<file path="config.mk">
export PLATFORM = sky130hd
export DESIGN_NAME = usr_soft_reset_ctrl
export DESIGN_NICKNAME = d
export VERILOG_FILES = /design/src/hw/usr_pkg.sv /design/src/hw/usr_soft_reset_ctrl.sv
export SDC_FILE = /design/constraint.sdc
export NUM_CORES = 1
export LEC_CHECK = 0
export BUFFER_PORTS_ARGS = -buffer_cell sky130_fd_sc_hd__buf_2
export CORE_UTILIZATION = 23
export CTS_CLUSTER_SIZE = 12
export DETAILED_ROUTE_END_ITERATION = 12
export REMOVE_ABC_BUFFERS = 1
export SKIP_LAST_GASP = 1
export SLEW_MARGIN = 10
export SYNTH_ARGS = -nofsm -noshare
export SYNTH_HDL_FRONTEND = slang
export SYNTH_SLANG_ARGS = --single-unit
</file>
<file path="constraint.sdc">
create_clock -name CLK_SYS -period 1.79 [get_ports CLK_SYS]
set_input_delay 0.179 -clock CLK_SYS [delete_from_list [all_inputs] [get_ports CLK_SYS]]
set_output_delay 0.179 -clock CLK_SYS [all_outputs]
set_load 0.02 [all_outputs]
</file>
<file path="src/hw/usr_pkg.sv">
`default_nettype none
package usr_pkg;
    // register byte offsets
    localparam logic [3:0] USR_CTL1_OFS  = 4'h0;
    localparam logic [3:0] USR_CTL2_OFS  = 4'h4;
    localparam logic [3:0] USR_RXST_OFS  = 4'h8;
    localparam logic [3:0] USR_IRQ_OFS   = 4'hC;
    // first control register fields
    localparam int CTL1_RXENA_BIT  = 0;
    localparam int CTL1_TXENA_BIT  = 1;
    localparam int CTL1_SLEEP_BIT  = 2;
    localparam int CTL1_SRST_BIT   = 5;
    localparam int CTL1_RXIE_BIT   = 6;
    localparam logic [7:0] CTL1_RW_MASK = 8'h67;
    localparam logic [7:0] CTL1_RESET   = 8'h00;
    // second control register fields
    localparam int CTL2_TXIE_BIT   = 0;
    localparam int CTL2_RXIE_BIT   = 1;
    localparam int CTL2_TXMT_BIT   = 6;
    localparam int CTL2_TX_BUFFER_READY_BIT  = 7;
    localparam logic [1:0] CTL2_CFG_RESET = 2'h0;
    // receiver status fields
    localparam int RXST_WAKE_BIT   = 1;
    localparam int RXST_PE_BIT     = 2;
    localparam int RXST_OE_BIT     = 3;
    localparam int RXST_FE_BIT     = 4;
    localparam int RXST_BRK_BIT    = 5;
    localparam int RXST_RDY_BIT    = 6;
    localparam int RXST_ERR_BIT    = 7;
    localparam logic [7:0] RXST_RESET     = 8'h00;
    localparam logic [7:0] RXST_FAULT_MSK = 8'h3C;
    // interrupt status/mask layout, low bit is receive fault
    localparam int IRQ_RXFAULT_BIT = 0;
    localparam logic [7:0] IRQ_RESET = 8'h00;
    typedef enum logic [1:0] {
        USR_TX_IDLE = 2'b00,
        USR_TX_LOAD = 2'b01,
        USR_TX_SEND = 2'b11
    } usr_tx_state_t;
endpackage : usr_pkg
`default_nettype wire

</file>
<file path="src/hw/usr_soft_reset_ctrl.sv">
`default_nettype none
module usr_soft_reset_ctrl
    import usr_pkg::*;
(
    // clock and reset
    input  wire logic        CLK_SYS,
    input  wire logic        RST_N,
    // wishbone slave
    input  wire logic        WB_CYC_I,
    input  wire logic        WB_STB_I,
    input  wire logic        WB_WE_I,
    input  wire logic [3:0]  WB_ADR_I,
    input  wire logic [3:0]  WB_SEL_I,
    input  wire logic [31:0] WB_DAT_I,
    output logic      [31:0] WB_DAT_O,
    output logic             WB_ACK_O,
    // serial port event inputs, same clock
    input  wire logic        TX_LOAD_EV,
    input  wire logic        TX_DONE_EV,
    input  wire logic        RX_WAKE_EV,
    input  wire logic        RX_PARITY_EV,
    input  wire logic        RX_OVERRUN_EV,
    input  wire logic        RX_FRAMING_EV,
    input  wire logic        RX_BREAK_EV,
    input  wire logic        RX_READY_EV,
    input  wire logic        RX_READ_EV,
    // control and state out
    output logic             SOFT_RESET_N,
    output logic             TX_ENABLE,
    output logic             RX_ENABLE,
    output logic [1:0]       TX_STATE,
    output logic             IRQ
);
    logic [7:0]    ctl1_q;
    logic [1:0]    ctl2_cfg_q;
    logic          tx_rdy_q;
    logic          tx_empty_q;
    logic [7:0]    rxst_q;
    logic [7:0]    rxst_d;
    logic [7:0]    irq_st_q;
    logic [7:0]    irq_msk_q;
    logic          ack_q;
    logic [31:0]   dat_q;
    logic          soft_reset_n;
    logic          rx_fault_irq_enable;
    logic          wr;
    logic          rd;
    logic          fault_rise;
    usr_tx_state_t tx_state_q;

    assign soft_reset_n        = ctl1_q[CTL1_SRST_BIT];
    assign rx_fault_irq_enable = ctl1_q[CTL1_RXIE_BIT];
    assign wr = WB_CYC_I && WB_STB_I && WB_WE_I && !ack_q && WB_SEL_I[0];
    assign rd = WB_CYC_I && WB_STB_I && !WB_WE_I && !ack_q;

    // bus answer one cycle after the request, ack drops the cycle after
    always_ff @(posedge CLK_SYS) begin
        if (!RST_N) begin
            ack_q <= 1'b0;
        end else begin
            ack_q <= WB_CYC_I && WB_STB_I && !ack_q;
        end
    end

    always_ff @(posedge CLK_SYS) begin
        if (!RST_N) begin
            dat_q <= 32'h0000_0000;
        end else if (rd) begin
            case (WB_ADR_I)
                USR_CTL1_OFS: dat_q <= {24'h00_0000, ctl1_q};
                USR_CTL2_OFS: dat_q <= {24'h00_0000, tx_rdy_q, tx_empty_q, 4'h0, ctl2_cfg_q};
                USR_RXST_OFS: dat_q <= {24'h00_0000, rxst_q};
                USR_IRQ_OFS:  dat_q <= {16'h0000, irq_msk_q, irq_st_q};
                default:      dat_q <= 32'h0000_0000;
            endcase
        end
    end

    // configuration: only system reset touches it, soft reset does not
    always_ff @(posedge CLK_SYS) begin
        if (!RST_N) begin
            ctl1_q     <= CTL1_RESET;
            ctl2_cfg_q <= CTL2_CFG_RESET;
        end else if (wr && WB_ADR_I == USR_CTL1_OFS) begin
            ctl1_q <= WB_DAT_I[7:0] & CTL1_RW_MASK;
        end else if (wr && WB_ADR_I == USR_CTL2_OFS) begin
            ctl2_cfg_q <= WB_DAT_I[1:0];
        end
    end

    // transmitter flags and state machine
    always_ff @(posedge CLK_SYS) begin
        if (!RST_N || !soft_reset_n) begin
            tx_rdy_q   <= 1'b1;
            tx_empty_q <= 1'b1;
            tx_state_q <= USR_TX_IDLE;
        end else begin
            case (tx_state_q)
                USR_TX_IDLE: begin
                    if (TX_LOAD_EV && ctl1_q[CTL1_TXENA_BIT]) begin
                        tx_state_q <= USR_TX_LOAD;
                        tx_rdy_q   <= 1'b0;
                        tx_empty_q <= 1'b0;
                    end
                end
                USR_TX_LOAD: begin
                    tx_state_q <= USR_TX_SEND;
                    tx_rdy_q   <= 1'b1;
                end
                USR_TX_SEND: begin
                    if (TX_LOAD_EV) begin
                        tx_rdy_q <= 1'b0;
                    end
                    if (TX_DONE_EV) begin
                        tx_state_q <= tx_rdy_q && !TX_LOAD_EV ? USR_TX_IDLE : USR_TX_LOAD;
                        tx_empty_q <= tx_rdy_q && !TX_LOAD_EV;
                    end
                end
                default: tx_state_q <= USR_TX_IDLE;
            endcase
        end
    end

    // receiver status: events set, reading the data clears; set wins
    always_comb begin
        rxst_d = rxst_q;
        if (RX_READ_EV) begin
            rxst_d = RXST_RESET;
        end
        if (ctl1_q[CTL1_RXENA_BIT]) begin
            if (RX_WAKE_EV)    rxst_d[RXST_WAKE_BIT] = 1'b1;
            if (RX_PARITY_EV)  rxst_d[RXST_PE_BIT]   = 1'b1;
            if (RX_OVERRUN_EV) rxst_d[RXST_OE_BIT]   = 1'b1;
            if (RX_FRAMING_EV) rxst_d[RXST_FE_BIT]   = 1'b1;
            if (RX_BREAK_EV)   rxst_d[RXST_BRK_BIT]  = 1'b1;
            if (RX_READY_EV)   rxst_d[RXST_RDY_BIT]  = 1'b1;
        end
        rxst_d[RXST_ERR_BIT] = |(rxst_d & RXST_FAULT_MSK);
    end

    always_ff @(posedge CLK_SYS) begin
        if (!RST_N || !soft_reset_n) begin
            rxst_q <= RXST_RESET;
        end else begin
            rxst_q <= rxst_d;
        end
    end

    // sticky interrupt status, write one to clear, a new event wins
    assign fault_rise = rxst_d[RXST_ERR_BIT] && !rxst_q[RXST_ERR_BIT] && soft_reset_n;

    always_ff @(posedge CLK_SYS) begin
        if (!RST_N) begin
            irq_st_q  <= IRQ_RESET;
            irq_msk_q <= IRQ_RESET;
        end else begin
            if (wr && WB_ADR_I == USR_IRQ_OFS) begin
                irq_st_q[IRQ_RXFAULT_BIT] <= irq_st_q[IRQ_RXFAULT_BIT] & ~WB_DAT_I[IRQ_RXFAULT_BIT];
            end
            if (fault_rise && rx_fault_irq_enable) begin
                irq_st_q[IRQ_RXFAULT_BIT] <= 1'b1;
            end
            if (WB_CYC_I && WB_STB_I && WB_WE_I && !ack_q && WB_SEL_I[1] && WB_ADR_I == USR_IRQ_OFS) begin
                irq_msk_q <= WB_DAT_I[15:8] & 8'h01;
            end
        end
    end

    // outputs registered
    always_ff @(posedge CLK_SYS) begin
        if (!RST_N) begin
            SOFT_RESET_N <= 1'b0;
            TX_ENABLE    <= 1'b0;
            RX_ENABLE    <= 1'b0;
            TX_STATE     <= USR_TX_IDLE;
            IRQ          <= 1'b0;
        end else begin
            SOFT_RESET_N <= soft_reset_n;
            TX_ENABLE    <= ctl1_q[CTL1_TXENA_BIT];
            RX_ENABLE    <= ctl1_q[CTL1_RXENA_BIT];
            TX_STATE     <= tx_state_q;
            IRQ          <= |(irq_st_q & irq_msk_q);
        end
    end

    assign WB_ACK_O = ack_q;
    assign WB_DAT_O = dat_q;
endmodule : usr_soft_reset_ctrl
`default_nettype wire

</file>
==> qor.yml <==
grt-ovfl-total: 0
finalHoldViolCount: 0
async_reset_ff_share_pct: 0
syn_area_um2: 1635
tritoncts: "built"
use_met3_pct: 3.238
cp_max_fo: 10
yosys_register_bits: 36
period_share_pct: 74.43
grt_usage_pct: 10.23
cts.sinks: 36
drt_iter0_drc: 21
ys_types: 37
fp-row-count: 30
fill_cells: 778
setup.worst_path.start: "WB_ACK_O"
clk_pin_slew_worst_paths_ps: 70
r2r_cells: 2
pin_count: 93
diodes: 0
post_drt_via_cell_ratio: 4.080
fmax_mhz: 750.6
nets: 270
yosys-top-cells-area: "dfxtp_1 44%, buf_4 11%, mux2i_1 7.3%, nand2_1 4.6%, nand3_1 3.1%"
clk_latency_ps: 290
setup_tns_ps: 0
io_buffer_count: 41
crit_required_ps: 1960
postSynthCellCount: 174
routed_wl_mm: 3.518
peakVddDrop_uv: 235.8
power_density_nw_per_um2: 767.9
synth_edf_count: 0
finalSetupViolCount: 0
grt_use_met1_pct: 12.70
crit_type: "reg2reg"
rsz0062_at_grt: "no"
min_period_ps: 1332
cts_buffers: 5
grt_max_degree: 19
synth_top_area_share_pct: 44.07
die_h_um: 86.32
slew_violations: 0
cts_setup_buffers: 0
start_kind: "register"
h-tree-depth: 2
reg2reg_slack_ps: 460
gr-usage-met2_pct: 16.02
rr_endpoint: "WB_DAT_O[6]"
r2r-start: "WB_ACK_O"
grt_pass1_vias: 1190
syn_to_final_growth_pct: 18.67
hold_end: "irq_msk_q[0]"
clock_path_buffers: 2
post_cts_resized: 0
cap_violations: 0
skew_ps: 8.728
dp_hpwl_mm: 2.744
via_count: 1277
status: "finished clean"
coreArea_um2: 6832
drive_gt1_share_pct: 26.27
ant_nets: 0
busiest_layer: "met2"
hold_depth: 3
antenna_found_initial: 0
drt_pass1_iterations: 2
syn-mean-instance-area_um2: 9.398
cp-end-kind: "register"
routabilityCongestion: 0.7884
wl_per_cell_um: 11.24
dpl_worst_slack_ps: 432.4
synthFlopType: "dfxtp_1"
ys_warn_count: 0
hp-class: "in2reg"
synth_top_cell_by_area: "dfxtp_1"
die_x_um: 86.32
initial_core_util_pct: 23.94
root_buffer: "clkbuf_8"
grt_pass1_wl_mm: 5.740
post-route-drc-count: 0
hold_start: "WB_DAT_I[8]"
crit_arrival_ps: 1500
ys_seq_area_share_pct: 44.07
die_area_um2: 7451
p_leak_nw: 0.9109
worst_slack_ps: 457.7
postCtsHoldBufs: 0
[layout by cell type (no fill, tap or decap), types with 3 or more instances in the layout]
| cell | count |
|---|---|
| buf_2 | 41 |
| dfxtp_1 | 36 |
| conb_1 | 23 |
| nand2_1 | 20 |
| mux2i_1 | 12 |
| nand3_1 | 10 |
| nor2_1 | 8 |
| o21ai_0 | 7 |
| inv_1 | 6 |
| a22oi_1 | 6 |
| clkbuf_8 | 5 |
| a32o_1 | 4 |
| and2_1 | 3 |
| and3_1 | 3 |
| buf_4 | 3 |
[cells in the mapped netlist (2+ instances only)]
| cell type | count |
|---|---|
| buf_2 | 3 |
| a32o_1 | 4 |
| o21ai_0 | 7 |
| inv_1 | 6 |
| nor4_1 | 2 |
| and3_1 | 3 |
| nor2b_1 | 2 |
| mux2i_1 | 12 |
| o2bb2ai_1 | 2 |
| and2_1 | 3 |
| nor2_1 | 8 |
| nand4_1 | 2 |
| and4b_1 | 2 |
| nand2_1 | 20 |
| nand3_1 | 10 |
| buf_4 | 24 |
| clkbuf_1 | 4 |
| dfxtp_1 | 36 |
| a22oi_1 | 6 |
[through the flow]
step	total power, mW	instances	instance area (µm²)	util, %	hold WS [ps]
2_1_floorplan	0.8919	165	1508	-	294.6
5_1_grt	1.578	313	1941	28.41	128.1
6_report	1.490	313	1941	28.41	137.7
3_5_place_dp	0.9563	305	1856	27.16	437.6
3_3_place_gp	0.9547	305	1856	27.16	431.8
4_1_cts	1.522	313	1941	28.41	121.3
[cells by family after synthesis]
family,synth area share (%)
AOI/OAI and AO/OA,12.32
buffers and inverters,14.23
DFF,44.07
muxes,8.034
other,0.2293
and+or+nand+nor,21.12
[cell type report]
| cell class | instances | area, µm² | area share (%) |
|---|---|---|---|
| tap | 96 | 120.1 | 6.190 |
| inverter | 6 | 22.52 | 1.161 |
| clock buffer | 7 | 76.32 | 3.933 |
| clock inverter | 1 | 8.758 | 0.4513 |
| timing repair buffer | 44 | 227.7 | 11.73 |
| sequential | 36 | 720.7 | 37.14 |
| multi-input combinational | 123 | 764.5 | 39.39 |
[worst max-delay path by stage]
stage                              to  slack [ps]  cells after the start
final                     WB_DAT_O[6]         460                      2
after floorplan           WB_DAT_O[6]         540                      3
after global routing      WB_DAT_O[6]         360                      2
after global placement    WB_DAT_O[0]         430                      4
after CTS                 WB_DAT_O[6]         440                      2
after detailed placement  WB_DAT_O[0]         430                      4
[power by group]
group          total (mW)  leakage, nW  switching [mW]  internal (mW)
registers           0.804        0.290         0.00129          0.802
clock network       0.552       0.0424           0.275          0.277
logic               0.134        0.578          0.0952         0.0390
total                1.49        0.911           0.372           1.12
[layer usage]
layer	vias to the layer above	routed length, µm
met5	-	0
li1	648	-
met2	41	1633
met1	581	1613
met4	0	70
met3	7	200
[critical path: stages (launching register included)]
cell and delay [ps]:
dfxtp_1 330, nand4bb_1 480, a32o_1 420
[flip-flops by register name, indices dropped and copies added, names as in the netlist]
signal	flops
ctl1_q	5
irq_st_q	1
IRQ	1
tx_empty_q	1
RX_ENABLE	1
WB_DAT_O	9
ctl2_cfg_q	2
TX_STATE	2
WB_ACK_O	1
tx_state_q	2
tx_rdy_q	1
irq_msk_q	1
rxst_q	7
SOFT_RESET_N	1
TX_ENABLE	1
Power figures use the tool's default switching activity.
